===== config.mk =====
export PLATFORM = sky130hd
export DESIGN_NAME = thd_regs
export DESIGN_NICKNAME = d
export VERILOG_FILES = /design/src/thd_pkg.sv /design/src/thd_regs.sv
export SDC_FILE = /design/constraint.sdc
export NUM_CORES = 1
export LEC_CHECK = 0
export BUFFER_PORTS_ARGS = -buffer_cell sky130_fd_sc_hd__buf_2
export CAP_MARGIN = 20
export CORE_AREA = 2 2 270 272
export DETAILED_ROUTE_END_ITERATION = 8
export DIE_AREA = 0 0 272 274
export PLACE_DENSITY = 0.56
export SLEW_MARGIN = 20
export SYNTH_ARGS = -nofsm -noshare
export SYNTH_HDL_FRONTEND = slang
export SYNTH_SLANG_ARGS = --single-unit

===== constraint.sdc =====
create_clock -name ref_clk -period 4.2 [get_ports ref_clk]
set_input_delay 0.84 -clock ref_clk [delete_from_list [all_inputs] [get_ports ref_clk]]
set_output_delay 0.84 -clock ref_clk [all_outputs]
set_load 0.03 [all_outputs]

===== src/thd_pkg.sv =====
// Constants and carrier types for the touch host debug register group.
// Assumes one 25 MHz clock and a byte register port fed by the serial slave.
`default_nettype none
package thd_pkg;
   //==========================================================
   // Register offsets
   localparam logic [7:0] THD_OFS_MODE      = 8'h00;
   localparam logic [7:0] THD_OFS_START     = 8'h01;
   localparam logic [7:0] THD_OFS_SELECT    = 8'h02;
   localparam logic [7:0] THD_OFS_WIN_FIRST = 8'h07;
   localparam logic [7:0] THD_OFS_WIN_LAST  = 8'h1F;
   localparam logic [7:0] THD_OFS_STATE_LO  = 8'h20;
   localparam logic [7:0] THD_OFS_STATE_HI  = 8'h21;
   //==========================================================
   // Field positions and sizes
   localparam int         THD_HOSTOUT_LSB   = 4;
   localparam int         THD_NUM_BUTTONS   = 10;
   localparam int         THD_WIN_BYTES     = 25;
   localparam logic [3:0] THD_LAST_BUTTON   = 4'h9;
   localparam logic [4:0] THD_WIN_LEN       = 5'h19;
   //==========================================================
   // Reset values
   localparam logic [3:0] THD_RST_HOSTOUT   = 4'h0;
   // Powers up in debug data mode
   localparam logic [2:0] THD_RST_MODE      = 3'h4;
   localparam logic [4:0] THD_RST_START     = 5'h00;
   localparam logic [2:0] THD_RST_SELECT    = 3'h0;
   localparam logic [7:0] THD_RST_BYTE      = 8'h00;
   //==========================================================
   // Modes and data selections
   typedef enum logic [2:0] {
      THD_MODE_NORMAL = 3'h0,
      THD_MODE_LEDCFG = 3'h1,
      THD_MODE_DEVCFG = 3'h2,
      THD_MODE_TEST   = 3'h3,
      THD_MODE_DEBUG  = 3'h4
   } thd_mode_t;
   typedef enum logic [2:0] {
      THD_SEL_CP    = 3'h0,
      THD_SEL_RAW   = 3'h1,
      THD_SEL_DIFF  = 3'h2,
      THD_SEL_RAWBL = 3'h3,
      THD_SEL_ALL   = 3'h4
   } thd_sel_t;
   typedef enum logic [1:0] {
      THD_IDLE = 2'b01,
      THD_FILL = 2'b10
   } thd_state_t;
   //==========================================================
   // Carriers
   typedef struct packed {
      logic [15:0] rawCount;
      logic [15:0] baselineCount;
      logic [15:0] diffCount;
      logic [7:0]  parasiticCap;
      logic [7:0]  signalNoiseRatio;
   } thd_meas_t;
   typedef struct packed {
      logic       wrEn;
      logic       rdEn;
      logic [7:0] addr;
      logic [7:0] data;
   } thd_req_t;
endpackage
`default_nettype wire


===== src/thd_regs.sv =====
// Host register group: output/mode control, debug selectors, debug window, touch state.
// Assumes the serial slave delivers at most one byte access per cycle on regReq.
//
// Contract
// - Mode bits 7:4 drive host outputs three..zero.
// - Mode field codes zero to four select mode.
// - Start button field picks first packed button.
// - Selector code fixes data type and size.
// - Two-byte values packed high byte first.
// - Twenty-five window bytes at 0x07..0x1F.
// - Code four packs all of one button.
// - Two read-only registers show touch states.
// - Status, outputs and selectors reset to zero.
`default_nettype none
module thd_regs
   import thd_pkg::*;
(
   input  wire logic                            ref_clk,
   input  wire logic                            rst,
   input  wire thd_req_t                        regReq,
   output logic [7:0]                           regRdData,
   input  wire thd_meas_t [THD_NUM_BUTTONS-1:0] buttonMeas,
   input  wire logic [THD_NUM_BUTTONS-1:0]      buttonEnable,
   input  wire logic [THD_NUM_BUTTONS-1:0]      touchState,
   output logic [3:0]                           hostOut,
   output logic [2:0]                           deviceMode
);
   //==========================================================
   // State
   logic [3:0]                      hostOut_ff;
   logic [2:0]                      mode_ff;
   logic [4:0]                      start_ff;
   logic [2:0]                      select_ff;
   logic [THD_NUM_BUTTONS-1:0]      touch_ff;
   logic [7:0]                      rdData_ff;
   logic [7:0]                      window_ff [THD_WIN_BYTES];
   thd_state_t                      state_ff;
   logic [3:0]                      btn_ff;
   logic [2:0]                      part_ff;
   logic [4:0]                      wrPtr_ff;

   //==========================================================
   // Decode
   wire logic       wrMode    = regReq.wrEn && regReq.addr == THD_OFS_MODE;
   wire logic       wrStart   = regReq.wrEn && regReq.addr == THD_OFS_START;
   wire logic       wrSelect  = regReq.wrEn && regReq.addr == THD_OFS_SELECT;
   wire logic       selWrite  = wrStart || wrSelect;
   wire logic       modeOk    = regReq.data[2:0] <= THD_MODE_DEBUG;
   wire logic       inWindow  = regReq.addr >= THD_OFS_WIN_FIRST && regReq.addr <= THD_OFS_WIN_LAST;
   wire logic [4:0] winIdx    = 5'(regReq.addr - THD_OFS_WIN_FIRST);

   //==========================================================
   // Packing engine
   wire thd_meas_t  curMeas   = buttonMeas[btn_ff];
   wire logic       btnValid  = btn_ff <= THD_LAST_BUTTON;
   wire logic       btnOn     = btnValid && buttonEnable[btn_ff];
   logic [3:0]      perButton;
   logic [7:0]      curByte;

   always_comb
   begin
      case (select_ff)
         THD_SEL_CP:    perButton = 4'h1;
         THD_SEL_RAW:   perButton = 4'h2;
         THD_SEL_DIFF:  perButton = 4'h2;
         THD_SEL_RAWBL: perButton = 4'h4;
         THD_SEL_ALL:   perButton = 4'h8;
         default:       perButton = 4'h0;
      endcase
   end

   // High byte always lands first, low byte in the next slot
   always_comb
   begin
      curByte = THD_RST_BYTE;
      case (select_ff)
         THD_SEL_CP:    curByte = curMeas.parasiticCap;
         THD_SEL_RAW:   curByte = part_ff[0] ? curMeas.rawCount[7:0] : curMeas.rawCount[15:8];
         THD_SEL_DIFF:  curByte = part_ff[0] ? curMeas.diffCount[7:0] : curMeas.diffCount[15:8];
         THD_SEL_RAWBL:
         begin
            case (part_ff)
               3'h0:    curByte = curMeas.rawCount[15:8];
               3'h1:    curByte = curMeas.rawCount[7:0];
               3'h2:    curByte = curMeas.baselineCount[15:8];
               default: curByte = curMeas.baselineCount[7:0];
            endcase
         end
         THD_SEL_ALL:
         begin
            case (part_ff)
               3'h0:    curByte = curMeas.rawCount[15:8];
               3'h1:    curByte = curMeas.rawCount[7:0];
               3'h2:    curByte = curMeas.baselineCount[15:8];
               3'h3:    curByte = curMeas.baselineCount[7:0];
               3'h4:    curByte = curMeas.diffCount[15:8];
               3'h5:    curByte = curMeas.diffCount[7:0];
               3'h6:    curByte = curMeas.parasiticCap;
               default: curByte = curMeas.signalNoiseRatio;
            endcase
         end
         default:       curByte = THD_RST_BYTE;
      endcase
   end

   // Code four stops once the start button is passed
   wire logic pastSingle = select_ff == THD_SEL_ALL && btn_ff != 4'(start_ff);
   wire logic fillDone   = !btnValid || wrPtr_ff == THD_WIN_LEN || perButton == 4'h0 || pastSingle;
   wire logic fillByte   = state_ff == THD_FILL && !fillDone && btnOn && !selWrite;
   wire logic lastPart   = {1'b0, part_ff} == 4'(perButton - 4'h1);
   wire logic nxt_advBtn = state_ff == THD_FILL && !fillDone && (!btnOn || lastPart);
   thd_state_t nxt_state;

   always_comb
   begin
      case (state_ff)
         THD_IDLE: nxt_state = (mode_ff == THD_MODE_DEBUG && !selWrite) ? THD_FILL : THD_IDLE;
         THD_FILL: nxt_state = (fillDone || selWrite) ? THD_IDLE : THD_FILL;
         default:  nxt_state = THD_IDLE;
      endcase
   end

   always_ff @(posedge ref_clk)
   begin
      if (rst)
      begin
         state_ff <= THD_IDLE;
         btn_ff   <= 4'h0;
         part_ff  <= 3'h0;
         wrPtr_ff <= 5'h00;
      end
      else
      begin
         state_ff <= nxt_state;
         if (state_ff == THD_IDLE)
         begin
            btn_ff   <= start_ff[3:0] | {4{start_ff[4]}};
            part_ff  <= 3'h0;
            wrPtr_ff <= 5'h00;
         end
         else
         begin
            btn_ff   <= nxt_advBtn ? btn_ff + 4'h1 : btn_ff;
            part_ff  <= nxt_advBtn ? 3'h0 : (fillByte ? part_ff + 3'h1 : part_ff);
            wrPtr_ff <= fillByte ? wrPtr_ff + 5'h01 : wrPtr_ff;
         end
      end
   end

   // New selection clears stale window bytes; a continuous refresh follows
   always_ff @(posedge ref_clk)
   begin
      for (int i = 0; i < THD_WIN_BYTES; i++)
      begin
         if (rst || selWrite)
            window_ff[i] <= THD_RST_BYTE;
         else if (fillByte && wrPtr_ff == 5'(i))
            window_ff[i] <= curByte;
      end
   end

   //==========================================================
   // Control registers
   always_ff @(posedge ref_clk)
   begin
      if (rst)
      begin
         hostOut_ff <= THD_RST_HOSTOUT;
         mode_ff    <= THD_RST_MODE;
         start_ff   <= THD_RST_START;
         select_ff  <= THD_RST_SELECT;
         touch_ff   <= '0;
      end
      else
      begin
         // Invalid mode code drops the whole byte, outputs included
         if (wrMode && modeOk)
            hostOut_ff <= regReq.data[7:THD_HOSTOUT_LSB];
         if (wrMode && modeOk)
            mode_ff <= regReq.data[2:0];
         if (wrStart)
            start_ff <= regReq.data[4:0];
         if (wrSelect)
            select_ff <= regReq.data[2:0];
         touch_ff <= touchState;
      end
   end

   //==========================================================
   // Read path
   logic [7:0] nxt_rdData;

   always_comb
   begin
      if (inWindow)
         nxt_rdData = window_ff[winIdx];
      else
      begin
         case (regReq.addr)
            THD_OFS_MODE:     nxt_rdData = {hostOut_ff, 1'b0, mode_ff};
            THD_OFS_START:    nxt_rdData = {3'h0, start_ff};
            THD_OFS_SELECT:   nxt_rdData = {5'h00, select_ff};
            THD_OFS_STATE_LO: nxt_rdData = touch_ff[7:0];
            THD_OFS_STATE_HI: nxt_rdData = {6'h00, touch_ff[9:8]};
            default:          nxt_rdData = THD_RST_BYTE;
         endcase
      end
   end

   always_ff @(posedge ref_clk)
   begin
      if (rst)
         rdData_ff <= THD_RST_BYTE;
      else if (regReq.rdEn)
         rdData_ff <= nxt_rdData;
   end

   assign regRdData  = rdData_ff;
   assign hostOut    = hostOut_ff;
   assign deviceMode = mode_ff;
endmodule
`default_nettype wire


==> results_dict.tcl, run 1 <==
set metrics [dict create \
    avgSynthCellArea_sq_um 11.2 \
    maxSlewViolCount 0 \
    num_vias 17800 \
    outcome "completed" \
    wl_per_cell_um 33.7 \
    worstPathArrival_ns 3.97 \
    io_buffer_count 694 \
    fin_crit_sh_pct 88.1 \
    first_pass_iters 6 \
    start_util_pct 24.8 \
    yosysWarnings 0 \
    cap_violations 0 \
    die_x_um 272 \
    cts_tree "done" \
    crit_end "window_ff[12][4]" \
    die_area_sq_um 74500 \
    synthesis.nets 2288 \
    power_density_nw_per_um2 491 \
    final_common_cell "buf_2" \
    final_layout_size_suffix_gt1_share_pct 46.2 \
    antenna_found_initial 64 \
    seqPwrFrac_pct 25.9 \
    peakVddDrop_uv 266 \
    post_cts_resized 0 \
    hold_class "flop to flop" \
    synth_flop_cell "edfxtp_1" \
    p_clk_share_pct 20.6 \
    clock_path_buffers 3 \
    grt_usage_pct 28.5 \
    std_cell_rows 99 \
    synthCells 1587 \
    post-place-ws_ns 0.633 \
    place_area_sq_um 22700 \
    dp_hpwl_um 93400 \
    antenna_left 0 \
    nets 2967 \
    r2r-end "window_ff[12][4]" \
    synth_seq_cells 247 \
    syn-cell-area_sq_um 17800 \
    path_class "flop to flop" \
    regToRegSetupSlack_ns 0.50 \
    fin_ws_ns 0.498 \
    fin_tns_setup_ns 0 \
    cts_buffers 26 \
    relSlewSlack_pct 20.0 \
    grt_max_degree 59 \
    overflow 0 \
    rsz0062_at_grt "false" \
    p_sw_mw 4.91 \
    async_reset_ff_share_pct 0 \
    core_sq_um 72000 \
    routabilityCongestion 1.07 \
    p_int_mw 6.70 \
    root_buffer "clkbuf_16" \
    p_sw_share_pct 42.3 \
    cp-end-kind "flop" \
    period_needed_ns 3.70 \
    first_iter_violations 1853 \
    insertion_delay_ns 0.54 \
    clock_sinks 247 \
    grt_pass1_wl_um 146000 \
    fin_util_pct 32.9 \
    via_per_inst 5.45 \
    leakage_nw 9.30 \
    area_growth_pct 32.6 \
    setup_viol 0 \
    clk_pin_slew_ns 0.06 \
    num_io_pins 695 \
    startpoint_type "flop" \
    tightest_slew_ns 1.20 \
    cts_setup_buffers 0 \
    drc 0 \
    r2r-start "btn_ff[2]" \
    comb_power_share_pct 53.5 \
    die_y_um 274 \
    final_hold_viol_count 0 \
    ctsHoldBuffers 0 \
    worstPathRequired_ns 4.47 \
    synth-seq-area-share_pct 38.9 \
    crit_path_start "btn_ff[2]" \
    skew_ns 0.0166 \
    ys_types 80 \
    r2r_cells 8 \
    grt_pass1_vias 17600 \
    stdcell_area_sq_um 23700 \
    cp_max_fo 42 \
    synth_edf_count 200 \
    routed_wl_um 110000 \
    h-tree-depth 1 \
    max_freq_mhz 270 \
    mostFrequentLayoutCells "buf_2, nor2_1, edfxtp_1" \
]
==> sequential cells by signal, indices dropped and copies added, names as in the netlist <==
signal	flops
btn_ff	4
deviceMode	3
hostOut	4
part_ff	3
regRdData	8
select_ff	3
start_ff	5
state_ff	2
touch_ff	10
window_ff	200
wrPtr_ff	5
==> power groups by stage <==
stage | Sequential [mW] | Clock, mW | Combinational [mW]
final | 3.01 | 2.39 | 6.21
after global routing | 3.04 | 2.48 | 6.48
after CTS | 3.01 | 2.41 | 6.19
after detailed placement | 3.06 | 0 | 6.17
after global placement | 3.05 | 0 | 6.12
after floorplan | 2.85 | 0 | 3.86
==> synth_stat cells (7+ instances only) <==
cell type	count	area share (%)
o211ai_1	11	0.46
nand3_1	34	0.95
ha_1	21	1.5
and2_1	9	0.32
buf_4	15	0.63
buf_1	9	0.19
a311oi_1	10	0.49
mux2_2	31	2.0
nor2_2	7	0.25
nand2_1	102	2.1
a221o_1	14	0.79
o21ai_0	50	1.4
and3_1	8	0.28
xnor2_1	9	0.44
edfxtp_1	200	34
mux4_2	157	20
mux2i_1	133	7.5
o21ai_1	8	0.22
nor3_1	23	0.64
nor2_1	276	5.8
a211oi_1	20	0.84
nor2b_1	22	0.77
inv_1	16	0.34
xor2_1	8	0.39
o221ai_1	9	0.44
dfxtp_1	47	5.3
a21oi_1	47	1.3
clkbuf_1	65	1.4
o22ai_1	28	0.98
or3_1	9	0.32
buf_2	39	1.1
buf_6	15	0.95
a22oi_1	23	0.97
==> logic make-up (layout without fill, tap and decap cells) <==
family	after synthesis	after routing	share of synthesized area [%]
other	0	28	0
DFF	247	247	38.9
AOI/OAI and AO/OA	294	294	11.8
buffers and inverters	161	860	4.61
muxes	323	323	29.4
xor gates and xnor gates	17	17	0.834
and+or+nand+nor	524	524	13.0
adders and majority gates	21	21	1.47
==> worst min path at each step <==
stage	from	end	depth (start not counted)
2_1_floorplan	start_ff[0]	start_ff[0]	2
3_3_place_gp	regRdData[1]	regRdData[1]	2
3_5_place_dp	regRdData[0]	regRdData[0]	2
4_1_cts	regRdData[0]	regRdData[0]	2
5_1_grt	regRdData[0]	regRdData[0]	2
6_report	regRdData[3]	regRdData[3]	2
==> through the flow <==
step / hold WS [ns] / power [mW] / instances
finish: 0.490 / 11.6 / 3273
global route: 0.491 / 12.0 / 3258
CTS: 0.485 / 11.6 / 3244
detailed placement: 0.472 / 9.23 / 3196
global placement: 0.473 / 9.17 / 3196
floorplan: 0.473 / 6.71 / 1587
==> critical path, cell delays in order (launching register included) <==
cell and delay, ns:
dfxtp_4 0.71, nor2b_1 1.01, a221oi_1 0.38, and3_1 0.29, nor4_1 0.29, a21oi_1 0.13
nor3_2 0.28, buf_12 0.23, nor2_1 0.07
==> cell type report <==
class | count | area (sq um)
Timing Repair Buffer | 794 | 4390
Fill cell | 7471 | 48300
Multi-Input combinational cell | 1179 | 10100
Inverter | 18 | 67.6
Tap cell | 959 | 1200
Antenna cell | 28 | 70.1
Clock buffer | 34 | 704
Clock inverter | 14 | 176
Sequential cell | 247 | 6960
==> layer usage <==
layer,part of all wire [%],GRT usage (%),up-vias,routed length (um)
met5,0.10,0,-,115
met4,5.2,13.1,18,5710
met3,11,8.07,198,11600
met2,44,44.3,1144,48400
met1,40,36.9,8903,44300
li1,-,-,7564,-
Power figures use the tool's default switching activity.
==> run 2: changes to the inputs <==
--- a/config.mk
+++ b/config.mk
@@ -8,6 +8,7 @@
 export BUFFER_PORTS_ARGS = -buffer_cell sky130_fd_sc_hd__buf_2
 export CAP_MARGIN = 20
 export CORE_AREA = 2 2 270 272
+export CTS_CLUSTER_SIZE = 24
 export DETAILED_ROUTE_END_ITERATION = 8
 export DIE_AREA = 0 0 272 274
 export PLACE_DENSITY = 0.56
==> constraint.sdc (replaced) <==
create_clock -name ref_clk -period 3.3 [get_ports ref_clk]
set_input_delay 0.66 -clock ref_clk [delete_from_list [all_inputs] [get_ports ref_clk]]
set_output_delay 0.66 -clock ref_clk [all_outputs]
set_load 0.03 [all_outputs]
==> results_dict.tcl, run 2 (synthesized netlist as in run 1, its figures left out) <==
set metrics [dict create \
    grt_usage_pct 28.1 \
    final_layout_size_suffix_gt1_share_pct 49.0 \
    tightest_slew_ns 0.773 \
    core_sq_um 72000 \
    insertion_delay_ns 0.55 \
    fin_crit_sh_pct 96.9 \
    peakVddDrop_uv 370 \
    max_stage_delay_ns 0.53 \
    final_common_cell "buf_2" \
    r2r_cells 10 \
    num_vias 18200 \
    largest_register "window_ff" \
    fin_tns_setup_ns 0 \
    std_cell_rows 99 \
    regToRegSetupSlack_ns 0.10 \
    mostFrequentLayoutCells "buf_2, nor2_1, edfxtp_1" \
    worstPathRequired_ns 3.58 \
    crit_chain "buf_4 > mux4_2 > mux2i_1 > buf_4 > nor2_1 > a2111oi_0 > a31oi_1 > nor3_4 > buf_12 > nor2_1" \
    cp_top_family "multiplexers" \
    path_class "flop to flop" \
    grt_max_degree 58 \
    drc 0 \
    cp-end-kind "flop" \
    num_io_pins 695 \
    cts_tree "done" \
    cp_max_fo 25 \
    wl_per_cell_um 32.1 \
    overflow 0 \
    rsz0062_at_grt "false" \
    clock_sinks 247 \
    cap_violations 0 \
    dp_cells 3282 \
    cp_slowest_cell "dfxtp_4" \
    clock_path_buffers 3 \
    root_buffer "clkbuf_16" \
    routed_wl_um 108000 \
    instances_no_fill 3369 \
    crit_cells 10 \
    leakage_nw 9.80 \
    nets 3054 \
    skew_ns 0.0238 \
    grt_pass1_vias 18100 \
    fin_util_pct 34.2 \
    antenna_found_initial 79 \
    final_hold_viol_count 0 \
    die_x_um 272 \
    die_area_sq_um 74500 \
    via_per_inst 5.40 \
    power_density_nw_per_um2 615 \
    crit_end "window_ff[23][3]" \
    cp.buffers_inverters 3 \
    die_y_um 274 \
    relSlewSlack_pct 48.3 \
    first_iter_violations 2191 \
    clk_pin_slew_ns 0.06 \
    hold_class "input port to flop" \
    hold_depth 2 \
    dp_hpwl_um 92000 \
    maxSlewViolCount 0 \
    h-tree-depth 1 \
    worstPathArrival_ns 3.47 \
    routabilityCongestion 1.10 \
    largest_reg_flops 200 \
    crit_path_start "btn_ff[1]" \
    antenna_left 0 \
    r2r-start "btn_ff[1]" \
    period_needed_ns 3.20 \
    area_growth_pct 37.8 \
    r2r-end "window_ff[23][3]" \
    outcome "completed" \
    first_pass_iters 6 \
    start_util_pct 24.8 \
    startpoint_type "flop" \
    worstHoldStart "touchState[7]" \
    max_freq_mhz 313 \
    io_buffer_count 694 \
    p_total_mw 15.1 \
    cts_buffers 27 \
    grt_pass1_wl_um 145000 \
    setup_viol 0 \
]
## run 2: changes by cell type in the layout (fill, tap and decap cells not counted), moves of 4 or more
cell,before,now
buf_4,87,154
clkinv_2,5,1
buf_12,13,31
bufinv_16,4,0
o21ai_0,50,31
diode_2,28,37
o21ai_2,0,19
## run 2: final cells by class
type | instances | area (sq um)
Multi-Input combinational cell | 1179 | 10200
Antenna cell | 37 | 92.6
Tap cell | 959 | 1200
Inverter | 18 | 67.6
Clock inverter | 9 | 52.6
Sequential cell | 247 | 6960
Timing Repair Buffer | 880 | 5270
Clock buffer | 40 | 766
Fill cell | 7405 | 47400
## run 2: worst min path at each step
stage / endpoint / slack, ns
3_5_place_dp: regRdData[5] / 0.48
5_1_grt: touch_ff[4] / 0.35
3_3_place_gp: regRdData[6] / 0.47
2_1_floorplan: start_ff[0] / 0.47
4_1_cts: touch_ff[7] / 0.33
6_report: touch_ff[7] / 0.34
## run 2: per-stage QoR
step           setup WS (ns)  hold WS (ns)  cell area (sq um)
6_report               0.102         0.341              24600
5_1_grt              0.00478         0.348              24500
4_1_cts              0.00192         0.332              24500
3_5_place_dp         0.00395         0.476              23700
3_3_place_gp          0.0104         0.471              23700
2_1_floorplan        -0.0132         0.473              17900
## run 2: power by group
| group | internal (mW) | switching, mW | total (mW) |
|---|---|---|---|
| clock | 1.60 | 1.24 | 2.84 |
| combinational | 3.69 | 4.93 | 8.61 |
| sequential | 3.52 | 0.149 | 3.67 |
## run 2: what timing repair did
action | 4_1_cts | 5_1_grt
hold buffers | 0 | 0
gates resized for setup | 0 | 3
buffers inserted | 1 | 0
endpoints found under the setup margin | 5 | 48
## run 2: per-layer routing
layer	vias up	track usage, %	routed length (um)
met5	-	0	149
met4	24	11.9	4180
met3	179	9.33	12500
met2	1229	43.5	48900
met1	9036	35.8	42500
li1	7734	-	-
